$ cat src/hw/gwm_defs.vh
// constants for the gated windowed duty measurement block
`ifndef GWM_DEFS_VH
`define GWM_DEFS_VH

// ==========================================================
// widths
`define GWM_CNT_W        24
`define GWM_ADDR_W       8
`define GWM_DATA_W       32

// ==========================================================
// register byte addresses on the apb bus
`define GWM_ADDR_CTRL    8'h00
`define GWM_ADDR_STATUS  8'h04
`define GWM_ADDR_COUNT   8'h08
`define GWM_ADDR_CPR_LO  8'h0c
`define GWM_ADDR_CPR_HI  8'h10
`define GWM_ADDR_CPR_UP  8'h14

// ==========================================================
// field positions
`define GWM_CTRL_EN_BIT      0
`define GWM_STAT_ARMED_BIT   0
`define GWM_STAT_CAPT_BIT    1
`define GWM_STAT_SIG_BIT     2
`define GWM_STAT_WIN_BIT     3
`define GWM_BYTE0_LSB        0
`define GWM_BYTE1_LSB        8
`define GWM_BYTE2_LSB        16
`define GWM_BYTE_W           8

// ==========================================================
// reset values and small constants
`define GWM_CTRL_RST     1'h0
`define GWM_CNT_ZERO     24'h000000
`define GWM_CNT_ONE      24'h000001
`define GWM_DATA_ZERO    32'h00000000

`endif

$ cat src/hw/gwm_top.v
// gated windowed duty measurement timer with apb register access
//
// How it works
// - counter adds one each clock while measured signal is high, else holds; held at zero while disabled
// - each window rising edge after the first copies counter into latch
// - on those same window edges the counter restarts after capture
// - latch readable as three read-only bytes, unknown until first capture
//
// The APB interface to the registers and the register addresses are this design's own decisions.
`timescale 1ns/10ps
`default_nettype none
`include "gwm_defs.vh"

module gwm_top (
  input  wire                    i_mclk,
  input  wire                    i_reset,
  input  wire                    i_psel,
  input  wire                    i_penable,
  input  wire                    i_pwrite,
  input  wire [`GWM_ADDR_W-1:0]  i_paddr,
  input  wire [`GWM_DATA_W-1:0]  i_pwdata,
  output reg  [`GWM_DATA_W-1:0]  o_prdata,
  output reg                     o_pready,
  output reg                     o_pslverr,
  input  wire                    i_measured_signal,
  input  wire                    i_window_input,
  output reg                     o_capture_strobe
);

  // ========================================================
  // address decode and byte widening helpers
  function is_mapped;
    input [`GWM_ADDR_W-1:0] a;
    begin
      is_mapped = (a == `GWM_ADDR_CTRL)   ||
                  (a == `GWM_ADDR_STATUS) ||
                  (a == `GWM_ADDR_COUNT)  ||
                  (a == `GWM_ADDR_CPR_LO) ||
                  (a == `GWM_ADDR_CPR_HI) ||
                  (a == `GWM_ADDR_CPR_UP);
    end
  endfunction

  function [`GWM_DATA_W-1:0] byte_word;
    input [`GWM_BYTE_W-1:0] b;
    begin
      byte_word = `GWM_DATA_ZERO;
      byte_word[`GWM_BYTE_W-1:0] = b;
    end
  endfunction

  // ========================================================
  // input synchronisers
  wire sig_s;
  wire win_s;

  gwm_sync u_sig_sync (
    .i_mclk    (i_mclk),
    .i_reset   (i_reset),
    .i_async   (i_measured_signal),
    .o_level_q (sig_s)
  );

  gwm_sync u_win_sync (
    .i_mclk    (i_mclk),
    .i_reset   (i_reset),
    .i_async   (i_window_input),
    .o_level_q (win_s)
  );

  // ========================================================
  // register select decode
  // one compare per register feeds both the write strobes and
  // the read mux, so the two can never disagree on the map
  function addr_is;
    input [`GWM_ADDR_W-1:0] a;
    input [`GWM_ADDR_W-1:0] target;
    begin
      addr_is = (a == target);
    end
  endfunction

  wire hit_ctrl;
  wire hit_status;
  wire hit_count;
  wire hit_cpr_lo;
  wire hit_cpr_hi;
  wire hit_cpr_up;
  wire hit_any;

  assign hit_ctrl   = addr_is(i_paddr, `GWM_ADDR_CTRL);
  assign hit_status = addr_is(i_paddr, `GWM_ADDR_STATUS);
  assign hit_count  = addr_is(i_paddr, `GWM_ADDR_COUNT);
  assign hit_cpr_lo = addr_is(i_paddr, `GWM_ADDR_CPR_LO);
  assign hit_cpr_hi = addr_is(i_paddr, `GWM_ADDR_CPR_HI);
  assign hit_cpr_up = addr_is(i_paddr, `GWM_ADDR_CPR_UP);
  assign hit_any    = is_mapped(i_paddr);

  // ========================================================
  // control and state registers
  reg                    enable_q;
  reg                    enable_d;
  reg                    armed_q;
  reg                    armed_d;
  reg                    captured_q;
  reg                    captured_d;
  reg                    win_prev_q;
  reg                    strobe_d;
  reg [`GWM_CNT_W-1:0]   cpr_q;
  reg [`GWM_CNT_W-1:0]   cpr_d;
  wire [`GWM_CNT_W-1:0]  count;

  wire win_rise = win_s & ~win_prev_q;
  // the first edge after enabling only opens the first window
  wire capture  = enable_q & armed_q & win_rise;

  // ========================================================
  // high-time counter
  gwm_counter u_counter (
    .i_mclk    (i_mclk),
    .i_reset   (i_reset),
    .i_run     (enable_q),
    .i_gate    (sig_s),
    .i_restart (capture),
    .o_count_q (count)
  );

  // ========================================================
  // apb access phase qualifiers
  wire setup_ph  = i_psel & ~i_penable;
  wire access_ok = i_psel & i_penable & o_pready;
  wire rd_setup  = setup_ph & ~i_pwrite;
  wire wr_acc    = access_ok & i_pwrite & hit_any;
  wire wr_ctrl   = wr_acc & hit_ctrl;
  wire wr_status = wr_acc & hit_status;
  wire clr_capt  = wr_status & i_pwdata[`GWM_STAT_CAPT_BIT];

  // ========================================================
  // enable next state
  always @* begin
    enable_d = enable_q;
    if (wr_ctrl) begin
      enable_d = i_pwdata[`GWM_CTRL_EN_BIT];
    end
  end

  // ========================================================
  // window arming
  // dropping the arm on disable makes every restart skip its
  // first window edge again, as a fresh start would
  always @* begin
    armed_d = armed_q;
    if (!enable_q) begin
      armed_d = 1'h0;
    end else if (win_rise) begin
      armed_d = 1'h1;
    end
  end

  // ========================================================
  // sticky capture flag
  // a capture in the same cycle as a clear keeps the flag set
  always @* begin
    captured_d = captured_q;
    if (capture) begin
      captured_d = 1'h1;
    end else if (clr_capt) begin
      captured_d = 1'h0;
    end
  end

  // ========================================================
  // capture strobe and latch next state
  always @* begin
    strobe_d = capture;
    cpr_d    = cpr_q;
    if (capture) begin
      cpr_d = count;
    end
  end

  // ========================================================
  // state registers
  always @(posedge i_mclk) begin
    if (i_reset) begin
      enable_q <= `GWM_CTRL_RST;
    end else begin
      enable_q <= enable_d;
    end
  end

  always @(posedge i_mclk) begin
    if (i_reset) begin
      armed_q <= 1'h0;
    end else begin
      armed_q <= armed_d;
    end
  end

  always @(posedge i_mclk) begin
    if (i_reset) begin
      captured_q <= 1'h0;
    end else begin
      captured_q <= captured_d;
    end
  end

  always @(posedge i_mclk) begin
    if (i_reset) begin
      win_prev_q <= 1'h0;
    end else begin
      win_prev_q <= win_s;
    end
  end

  always @(posedge i_mclk) begin
    if (i_reset) begin
      o_capture_strobe <= 1'h0;
    end else begin
      o_capture_strobe <= strobe_d;
    end
  end

  // latch deliberately has no reset: it reads unknown until captured
  always @(posedge i_mclk) begin
    cpr_q <= cpr_d;
  end

  // ========================================================
  // register words
  reg [`GWM_DATA_W-1:0] ctrl_word;
  reg [`GWM_DATA_W-1:0] status_word;

  always @* begin
    ctrl_word                        = `GWM_DATA_ZERO;
    ctrl_word[`GWM_CTRL_EN_BIT]      = enable_q;
    status_word                      = `GWM_DATA_ZERO;
    status_word[`GWM_STAT_ARMED_BIT] = armed_q;
    status_word[`GWM_STAT_CAPT_BIT]  = captured_q;
    status_word[`GWM_STAT_SIG_BIT]   = sig_s;
    status_word[`GWM_STAT_WIN_BIT]   = win_s;
  end

  // ========================================================
  // read mux
  // the select wires are one-hot, so the order of the chain
  // does not matter; unmapped addresses hit none and read as zero
  reg [`GWM_DATA_W-1:0] rdata_d;

  always @* begin
    rdata_d = `GWM_DATA_ZERO;
    if (hit_ctrl) begin
      rdata_d = ctrl_word;
    end else if (hit_status) begin
      rdata_d = status_word;
    end else if (hit_count) begin
      rdata_d[`GWM_CNT_W-1:0] = count;
    end else if (hit_cpr_lo) begin
      rdata_d = byte_word(cpr_q[`GWM_BYTE0_LSB +: `GWM_BYTE_W]);
    end else if (hit_cpr_hi) begin
      rdata_d = byte_word(cpr_q[`GWM_BYTE1_LSB +: `GWM_BYTE_W]);
    end else if (hit_cpr_up) begin
      rdata_d = byte_word(cpr_q[`GWM_BYTE2_LSB +: `GWM_BYTE_W]);
    end
  end

  // ========================================================
  // apb response next state
  // data is sampled in setup, so a capture during the access
  // cycle is seen by the next read, not this one
  reg [`GWM_DATA_W-1:0] prdata_d;
  reg                   pready_d;
  reg                   pslverr_d;

  always @* begin
    pready_d  = setup_ph;
    pslverr_d = setup_ph & ~hit_any;
    prdata_d  = o_prdata;
    if (rd_setup) begin
      prdata_d = rdata_d;
    end else if (!i_psel) begin
      prdata_d = `GWM_DATA_ZERO;
    end
  end

  // ========================================================
  // apb response: one access cycle, no wait states
  always @(posedge i_mclk) begin
    if (i_reset) begin
      o_pready <= 1'h0;
    end else begin
      o_pready <= pready_d;
    end
  end

  always @(posedge i_mclk) begin
    if (i_reset) begin
      o_pslverr <= 1'h0;
    end else begin
      o_pslverr <= pslverr_d;
    end
  end

  always @(posedge i_mclk) begin
    if (i_reset) begin
      o_prdata <= `GWM_DATA_ZERO;
    end else begin
      o_prdata <= prdata_d;
    end
  end

endmodule // gwm_top

`default_nettype wire

$ cat src/hw/gwm_sync.v
// three-stage input synchroniser with agreement filter
`timescale 1ns/10ps
`default_nettype none

module gwm_sync (
  input  wire i_mclk,
  input  wire i_reset,
  input  wire i_async,
  output reg  o_level_q
);

  // ========================================================
  // synchroniser chain
  // stage one feeds stage two only, to keep metastability contained
  reg s1_q;
  reg s2_q;
  reg s3_q;

  always @(posedge i_mclk) begin
    if (i_reset) begin
      s1_q      <= 1'h0;
      s2_q      <= 1'h0;
      s3_q      <= 1'h0;
      o_level_q <= 1'h0;
    end else begin
      s1_q <= i_async;
      s2_q <= s1_q;
      s3_q <= s2_q;
      // a change only counts once two settled stages agree
      if (s2_q == s3_q) begin
        o_level_q <= s3_q;
      end
    end
  end

endmodule // gwm_sync

`default_nettype wire

$ cat src/hw/gwm_counter.v
// gated 24-bit high-time counter with synchronous restart
`timescale 1ns/10ps
`default_nettype none
`include "gwm_defs.vh"

module gwm_counter (
  input  wire                    i_mclk,
  input  wire                    i_reset,
  input  wire                    i_run,
  input  wire                    i_gate,
  input  wire                    i_restart,
  output reg  [`GWM_CNT_W-1:0]   o_count_q
);

  // ========================================================
  // count register
  // wraps at full scale; no overflow flag in this mode
  always @(posedge i_mclk) begin
    if (i_reset) begin
      o_count_q <= `GWM_CNT_ZERO;
    end else if (!i_run) begin
      o_count_q <= `GWM_CNT_ZERO;
    end else if (i_restart) begin
      // the restart cycle itself is counted if the signal is high,
      // so no high time is lost across a window boundary
      o_count_q <= i_gate ? `GWM_CNT_ONE : `GWM_CNT_ZERO;
    end else if (i_gate) begin
      o_count_q <= o_count_q + `GWM_CNT_ONE;
    end
  end

endmodule // gwm_counter

`default_nettype wire

$ cat config.mk
export PLATFORM = sky130hd
export DESIGN_NAME = gwm_top
export DESIGN_NICKNAME = d
export VERILOG_FILES = /design/src/hw/gwm_top.v /design/src/hw/gwm_sync.v /design/src/hw/gwm_counter.v
export VERILOG_INCLUDE_DIRS = /design/src /design/src/hw
export SDC_FILE = /design/constraint.sdc
export NUM_CORES = 1
export LEC_CHECK = 0
export ABC_AREA = 0
export BUFFER_PORTS_ARGS = -buffer_cell sky130_fd_sc_hd__buf_2
export CORE_AREA = 3 3 114 116
export CTS_CLUSTER_DIAMETER = 200
export DETAILED_ROUTE_END_ITERATION = 10
export DIE_AREA = 0 0 117 119
export HOLD_SLACK_MARGIN = 0.02
export REMOVE_ABC_BUFFERS = 1
export SLEW_MARGIN = 20
export SYNTH_ARGS = -nofsm -noshare
export SYNTH_HDL_FRONTEND = slang
export SYNTH_SLANG_ARGS = --single-unit
export TNS_END_PERCENT = 100
$ cat constraint.sdc
create_clock -name i_mclk -period 2.1 [get_ports i_mclk]
set_clock_uncertainty 0.1 [all_clocks]
set_input_delay 0.105 -clock i_mclk [delete_from_list [all_inputs] [get_ports i_mclk]]
set_output_delay 0.105 -clock i_mclk [all_outputs]
set_load 0.02 [all_outputs]
# After elaboration in Yosys (flattened, before gate mapping)
# Index checks and enable logic that the tools add are counted.
[op_classes]
n_reduce_logical = 9
n_eq_ne = 8
n_addsub = 1
magnitude_cmp = 0
muxes = 14
multipliers = 0
n_shift = 0
bitwise_logic = 18
div_mod_pow = 0
[ops]
columns = ["operator", "count"]
rows = [
  ["$mux W32", 4],
  ["$mux W24", 3],
  ["$mux W8", 4],
  ["$add A24 B1 Y24 const B", 1],
  ["$eq A8 B4 Y1 const B", 2],
  ["$eq A8 B5 Y1 const B", 2],
  ["$and A1 B1 Y1", 13],
  ["$eq A8 B3 Y1 const B", 1],
  ["$logic_not A8 Y1", 1],
  ["$logic_or A1 B1 Y1", 5],
  ["$not A1 Y1", 5],
  ["$reduce_bool A2 Y1", 2],
  ["$mux W1", 3],
  ["$eq A1 B1 Y1", 2],
  ["$ne A2 B1 Y1 const B", 1],
  ["$reduce_or A2 Y1", 1],
]
[word_totals]
ram_bits = 0
latch_bits = 0
word_cells = 68
regBits = 95
inputBits = 47
mem_count = 0
rom_bits = 0

# Depth between registers and ports, before layout
[logic_depth]
depth_word = 11
ltp_mapped = 6
depth_no_buf = 5

# Cells and area by module
# From an unflattened synthesis, not the netlist that was laid out.
[unflattened]
hier_cells = 355
hier_area_um2 = 3768.6
[modules_own_cells]
columns = ["mod", "instances", "area_each_um2", "seq_area_each_um2", "cells_per_inst"]
rows = [
  ["gwm_top", 1, 2341.0, 1341.3, 199],
  ["gwm_counter", 1, 1202.4, 480.5, 136],
  ["gwm_sync", 2, 112.6, 80.1, 10],
]

# Least setup slack after synthesis
# Ideal clock, no wire load.
[synth_timing]
path_type = "reg-to-reg"
from = "reg u_win_sync.o_level_q"
to = "reg u_counter.o_count_q[22]"
t_arrival_ps = 1730
path_stages_with_launch = 7
synth_period_minus_slack_ps = 1902
path_slack_ps = 198
cell_sequence = "dfxtp_1 > and4b_1 > buf_4 > o21ai_1 > clkbuf_1 > nor4_1 > mux2i_1"
[synth_via]
elab_chain_cells = 3
elab_cells_between_ends = 4
classes_between = "mux (1); bitwise (2); reduce/logical (1)"
[synth_lines]
columns = ["item", "line_no", "source"]
rows = [
  ["start: declaration", "gwm_sync.v:9", "output reg o_level_q"],
  ["start signal: assignment", "gwm_sync.v:31", "o_level_q <= s3_q;"],
  ["$and A1 B1 Y1 (*)", "gwm_top.v:113", "wire win_rise = win_s & ~win_prev_q;"],
  ["$and A1 B1 Y1 (*)", "gwm_top.v:115", "wire capture = enable_q & armed_q & win_rise;"],
  ["named net capture", "gwm_top.v:115", ""],
  ["$mux W24 / $reduce_bool A2 Y1 (equally long branches)", "--", ""],
  ["end signal: assignment", "gwm_counter.v:22", "o_count_q <= `GWM_CNT_ZERO;"],
  ["end signal: assignment", "gwm_counter.v:26", "o_count_q <= i_gate ? `GWM_CNT_ONE : `GWM_CNT_ZERO;"],
  ["end signal: assignment", "gwm_counter.v:28", "o_count_q <= o_count_q + `GWM_CNT_ONE;"],
  ["end: declaration", "gwm_counter.v:12", "output reg [`GWM_CNT_W-1:0] o_count_q"],
]
# Mark *: on every way through the listed nets, which the timed path passes. The rest lies on a longest branch.
# A chain may end at the register's enable or synchronous reset.

# Final worst setup path
[layout_timing]
from = "reg u_counter.o_count_q[1]"
to = "reg u_counter.o_count_q[16]"
[layout_via]
elab_chain_cells = 3
[layout_lines]
columns = ["item", "line_no", "source"]
rows = [
  ["start signal: assignment", "gwm_counter.v:20", "o_count_q <= `GWM_CNT_ZERO;"],
  ["start signal: assignment", "gwm_counter.v:22", ""],
  ["start signal: assignment", "gwm_counter.v:26", ""],
  ["$add A24 B1 Y24 (no source line)", "--", ""],
  ["$mux W24", "gwm_counter.v:27", "end else if (i_gate) begin"],
  ["$mux W24", "gwm_counter.v:23", "end else if (i_restart) begin"],
]
# Every way passes these cells. The select of a mux whose other input is x is not followed.

==> report_table.html <==
<table>
<tr><th>Metric</th><th>Value</th></tr>
<tr><th colspan="2">Clocking</th></tr>
<tr><td>Clk Latency, worst-skew pair</td><td>0.34 ns</td></tr>
<tr><td>Number of buffers on the longest clock path</td><td>2</td></tr>
<tr><td>TritonCTS Sinks</td><td>87</td></tr>
<tr><td>Clock-pin slew on the worst setup and hold paths</td><td>0.06 ns</td></tr>
<tr><td>CTS H-Tree Depth</td><td>3</td></tr>
<tr><td>TritonCTS clock tree</td><td>done</td></tr>
<tr><td>Root buffer cell</td><td>sky130_fd_sc_hd__clkbuf_16</td></tr>
<tr><td>Number of buffers added by the clock tree synthesis step</td><td>9</td></tr>
<tr><th colspan="2">Setup path</th></tr>
<tr><td>Classification of the worst setup path</td><td>flip-flop to flip-flop</td></tr>
<tr><td>Reg-to-reg critical path endpoint</td><td>u_counter.o_count_q[16]</td></tr>
<tr><td>Worst setup path startpoint</td><td>u_counter.o_count_q[1]</td></tr>
<tr><td>RR Startpoint</td><td>u_counter.o_count_q[1]</td></tr>
<tr><td>Largest fanout on the critical path</td><td>10</td></tr>
<tr><td>Cell count of the worst reg-to-reg path</td><td>5</td></tr>
<tr><td>Setup slack on the worst flop-to-flop path</td><td>0.25 ns</td></tr>
<tr><td>Endpoint type of the worst setup path</td><td>flip-flop</td></tr>
<tr><td>Worst setup SP type</td><td>flip-flop</td></tr>
<tr><td>Timing endpoint of the critical path</td><td>u_counter.o_count_q[16]</td></tr>
<tr><td>Arrival time of data at the critical path endpoint</td><td>2.01 ns</td></tr>
<tr><td>Required time of the worst setup path</td><td>2.26 ns</td></tr>
<tr><th colspan="2">Finish</th></tr>
<tr><td>Commonest non-fill, non-tap cell in the layout</td><td>sky130_fd_sc_hd__dfxtp_1</td></tr>
<tr><td># diodes</td><td>0</td></tr>
<tr><td>Regs by FF count</td><td>cpr_q: 24 flops, o_prdata: 24 flops, u_counter.o_count_q: 24 flops</td></tr>
<tr><td>Filler cell count in the final layout</td><td>1,210</td></tr>
<tr><td>Ratio of cells with drive above 1 in the final layout</td><td>0.211</td></tr>
<tr><td>Top library cells by usage in the layout, fill and taps aside</td><td>63 x sky130_fd_sc_hd__dfxtp_1, 43 x sky130_fd_sc_hd__buf_2, 29 x sky130_fd_sc_hd__nor2_1, 24 x sky130_fd_sc_hd__edfxtp_1, 22 x sky130_fd_sc_hd__nand2_1</td></tr>
<tr><td>Post-layout nets</td><td>445</td></tr>
<tr><td>Area Growth Syn to Fin</td><td>22.2%</td></tr>
<tr><td>Final non-filler cell total</td><td>549</td></tr>
<tr><th colspan="2">Placed design</th></tr>
<tr><td>Number of port buffers</td><td>43</td></tr>
<tr><td>Total placed cells including tap cells</td><td>527</td></tr>
<tr><td>Final weighted congestion in routability-driven placement</td><td>0.774</td></tr>
<tr><td>Detailed placement HPWL</td><td>5600 µm</td></tr>
<tr><th colspan="2">Power and ir drop</th></tr>
<tr><td>Tot Pwr</td><td>3.53 mW</td></tr>
<tr><td>Leakage power</td><td>1.56 nW</td></tr>
<tr><td>Sw Pwr</td><td>690 µW</td></tr>
<tr><td>Power density of the placed cells</td><td>801 nW/µm²</td></tr>
<tr><td>Combinational Power Share</td><td>0.036</td></tr>
<tr><td>Sequential Power Share</td><td>0.488</td></tr>
<tr><td>Switching power as a share of total power</td><td>0.196</td></tr>
<tr><td>Worst vdd rail ir drop</td><td>0.604 mV</td></tr>
<tr><td>Part of the power in the clock network</td><td>0.476</td></tr>
<tr><td>Cell Int Power</td><td>2.84 mW</td></tr>
<tr><th colspan="2">Yosys</th></tr>
<tr><td>Post-Syn Area</td><td>3600 µm²</td></tr>
<tr><td>Number of enable flip-flop cells after synthesis</td><td>24</td></tr>
<tr><td>Syn Inst Count</td><td>340</td></tr>
<tr><td>Sequential area share after synthesis</td><td>0.550</td></tr>
<tr><td>YS warnings</td><td>0</td></tr>
<tr><td>Distinct cell type count after synthesis</td><td>45</td></tr>
<tr><td>Average instance area after synthesis</td><td>10.6 µm²</td></tr>
<tr><td>Post-synth top area cell</td><td>sky130_fd_sc_hd__dfxtp_1</td></tr>
<tr><td>Ys async rst share</td><td>0</td></tr>
<tr><td>Portion of synthesized cell area occupied by the leading cell type</td><td>0.350</td></tr>
<tr><td>Number of synthesized register bits</td><td>87</td></tr>
<tr><td>Predominant post-synthesis flop cell</td><td>sky130_fd_sc_hd__dfxtp_1</td></tr>
<tr><td>Main area contributors after synthesis</td><td>sky130_fd_sc_hd__dfxtp_1 35%, sky130_fd_sc_hd__edfxtp_1 20%, sky130_fd_sc_hd__mux2i_1 5.0%</td></tr>
<tr><th colspan="2">GRT</th></tr>
<tr><td>Global-route wire length before repair</td><td>12,900 µm</td></tr>
<tr><td>Vias in the first global route</td><td>2,620</td></tr>
<tr><td>Largest net degree at the start of global routing</td><td>28</td></tr>
<tr><td>Initial antenna violation count</td><td>0</td></tr>
<tr><td>Global Route Usage Sum</td><td>0.119</td></tr>
<tr><td>Grt total ovfl</td><td>0</td></tr>
<tr><th colspan="2">Timing</th></tr>
<tr><td>Relative max-transition margin</td><td>0.643</td></tr>
<tr><td>FMAX</td><td>541 MHz</td></tr>
<tr><td>Transition at the pin with the smallest max-transition slack</td><td>0.536 ns</td></tr>
<tr><td>Setup violation total in the final timing report</td><td>0</td></tr>
<tr><td>Final hold viol count</td><td>0</td></tr>
<tr><td>Fin crit share</td><td>0.880</td></tr>
<tr><td>Unrepaired setup endpoints after global routing</td><td>no</td></tr>
<tr><td>Slew Limit Fails</td><td>0</td></tr>
<tr><td>Final critical path time including I/O delays and setup</td><td>1.85 ns</td></tr>
<tr><th colspan="2">Floorplan</th></tr>
<tr><td>DIE AREA</td><td>13,900 µm²</td></tr>
<tr><td>Initial standard-cell utilization of the core</td><td>0.300</td></tr>
<tr><td>Boundary Pins</td><td>82</td></tr>
<tr><td>Number of placement rows</td><td>40</td></tr>
<tr><td>Die width</td><td>117 µm</td></tr>
<tr><td>Std-Cell Core Area</td><td>12,000 µm²</td></tr>
<tr><td>Height of the die</td><td>119 µm</td></tr>
<tr><th colspan="2">Detailed routing</th></tr>
<tr><td>Number of remaining DRC errors</td><td>0</td></tr>
<tr><td>Post-DRT Antenna Nets</td><td>0</td></tr>
<tr><td>Detail-routed via count per cell</td><td>5.03</td></tr>
<tr><td>Final wirelength</td><td>8080 µm</td></tr>
<tr><td>Number of detailed-routing iterations run before antenna repair</td><td>4</td></tr>
<tr><td>Overall via count from detail_route</td><td>2,760</td></tr>
<tr><td>Drt wl/cell</td><td>14.7 µm</td></tr>
<tr><td>Violation count after the first detailed-route iteration</td><td>138</td></tr>
<tr><th colspan="2">Status</th></tr>
<tr><td>Outcome</td><td>complete, no violations</td></tr>
<tr><th colspan="2">Job</th></tr>
<tr><td>Max Cap Violations</td><td>0</td></tr>
<tr><th colspan="2">Min path</th></tr>
<tr><td>Type of the tightest min-delay check</td><td>input port to flip-flop</td></tr>
</table>
## metal layers
metal | wire length (µm) | vias to the layer above | GRT usage
met5 | 0 | - | 0
met4 | 130 | 0 | 0.0452
met3 | 519 | 15 | 0.0508
met2 | 3520 | 70 | 0.175
met1 | 3920 | 1307 | 0.154
li1 | - | 1368 | -
## Yosys cell counts, drive strengths merged, types with 2 or more instances
library cell	number
nand2	22
or4	9
and3	3
edfxtp	24
buf	16
nand4	3
clkbuf	12
dfxtp	63
or3b	3
o21ai	11
nand2b	7
nand3	6
a22oi	21
nor3	3
a32o	3
a22o	4
o22ai	7
o31ai	7
nor4	6
nor2	29
nor2b	8
a21oi	14
mux2i	18
xor2	8
inv	4
o211ai	4
o2111ai	2
and4	4
or3	8
## logic make-up (layout without fill, tap and decap cells)
logic type | after synthesis | in the layout | share of synthesized area
adders and majority gates | 1 | 1 | 0.00347
xor gates and xnor gates | 8 | 8 | 0.0194
buffers and inverters | 32 | 87 | 0.0448
other | 1 | 8 | 0.00104
and+or+nand+nor | 115 | 115 | 0.183
DFF | 87 | 87 | 0.550
muxes | 19 | 19 | 0.0531
AOI/OAI and AO/OA | 77 | 77 | 0.145
## repair_timing
action                     4_1_cts  5_1_grt
hold endpoints to repair         6        0
gates resized for setup          0        2
setup buffers                    0        0
hold buffers                     6        0
setup endpoints to repair        0        6
## layout make-up
class | count | area, µm² | share of cell area
inverter | 4 | 15.0 | 0.00341
tap | 147 | 184 | 0.0418
sequential | 87 | 1980 | 0.450
clock inverter | 4 | 71.3 | 0.0162
timing repair buffer | 67 | 410 | 0.0932
clock buffer | 12 | 246 | 0.0560
multi-input combinational | 228 | 1500 | 0.339
## through the flow
step	utilization	cell area, µm²	setup slack, ns	TNS [ns]	hold WS [ns]
after global placement	0.335	4020	0.190	0	0.220
after detailed placement	0.335	4020	0.152	0	0.221
final	0.367	4400	0.252	0	0.0347
after CTS	0.366	4400	0.123	0	0.0203
after floorplan	-	3480	-0.413	-4.13	0.0741
after global routing	0.367	4400	0.0986	0	0.0577
## worst max-delay path, cell delays in order (launching register included)
cell and delay [ns]:
sky130_fd_sc_hd__dfxtp_1 0.43, sky130_fd_sc_hd__ha_1 0.20, sky130_fd_sc_hd__and3_1 0.21, sky130_fd_sc_hd__o21ai_2 0.15, sky130_fd_sc_hd__or4_1 0.53, sky130_fd_sc_hd__a21oi_1 0.15
## power groups by stage
stage | combinational (mW) | sequential [mW] | clock (mW)
final | 0.127 | 1.72 | 1.68
after global routing | 0.138 | 1.72 | 1.81
after CTS | 0.127 | 1.72 | 1.73
after detailed placement | 0.117 | 1.76 | 0
after global placement | 0.115 | 1.76 | 0
after floorplan | 0.0550 | 1.76 | 0
## how the worst min path moves through the flow
stage	from	endpoint	slack, ns	depth (start not counted)
final	i_penable	o_pready	0.03	3
after global routing	i_penable	o_pready	0.06	3
after CTS	i_penable	o_pready	0.02	3
after detailed placement	i_measured_signal	u_sig_sync.s1_q	0.22	2
after global placement	i_measured_signal	u_sig_sync.s1_q	0.22	2
after floorplan	i_reset	u_sig_sync.o_level_q	0.07	1
No activity file was read; power rests on OpenSTA's default activity.
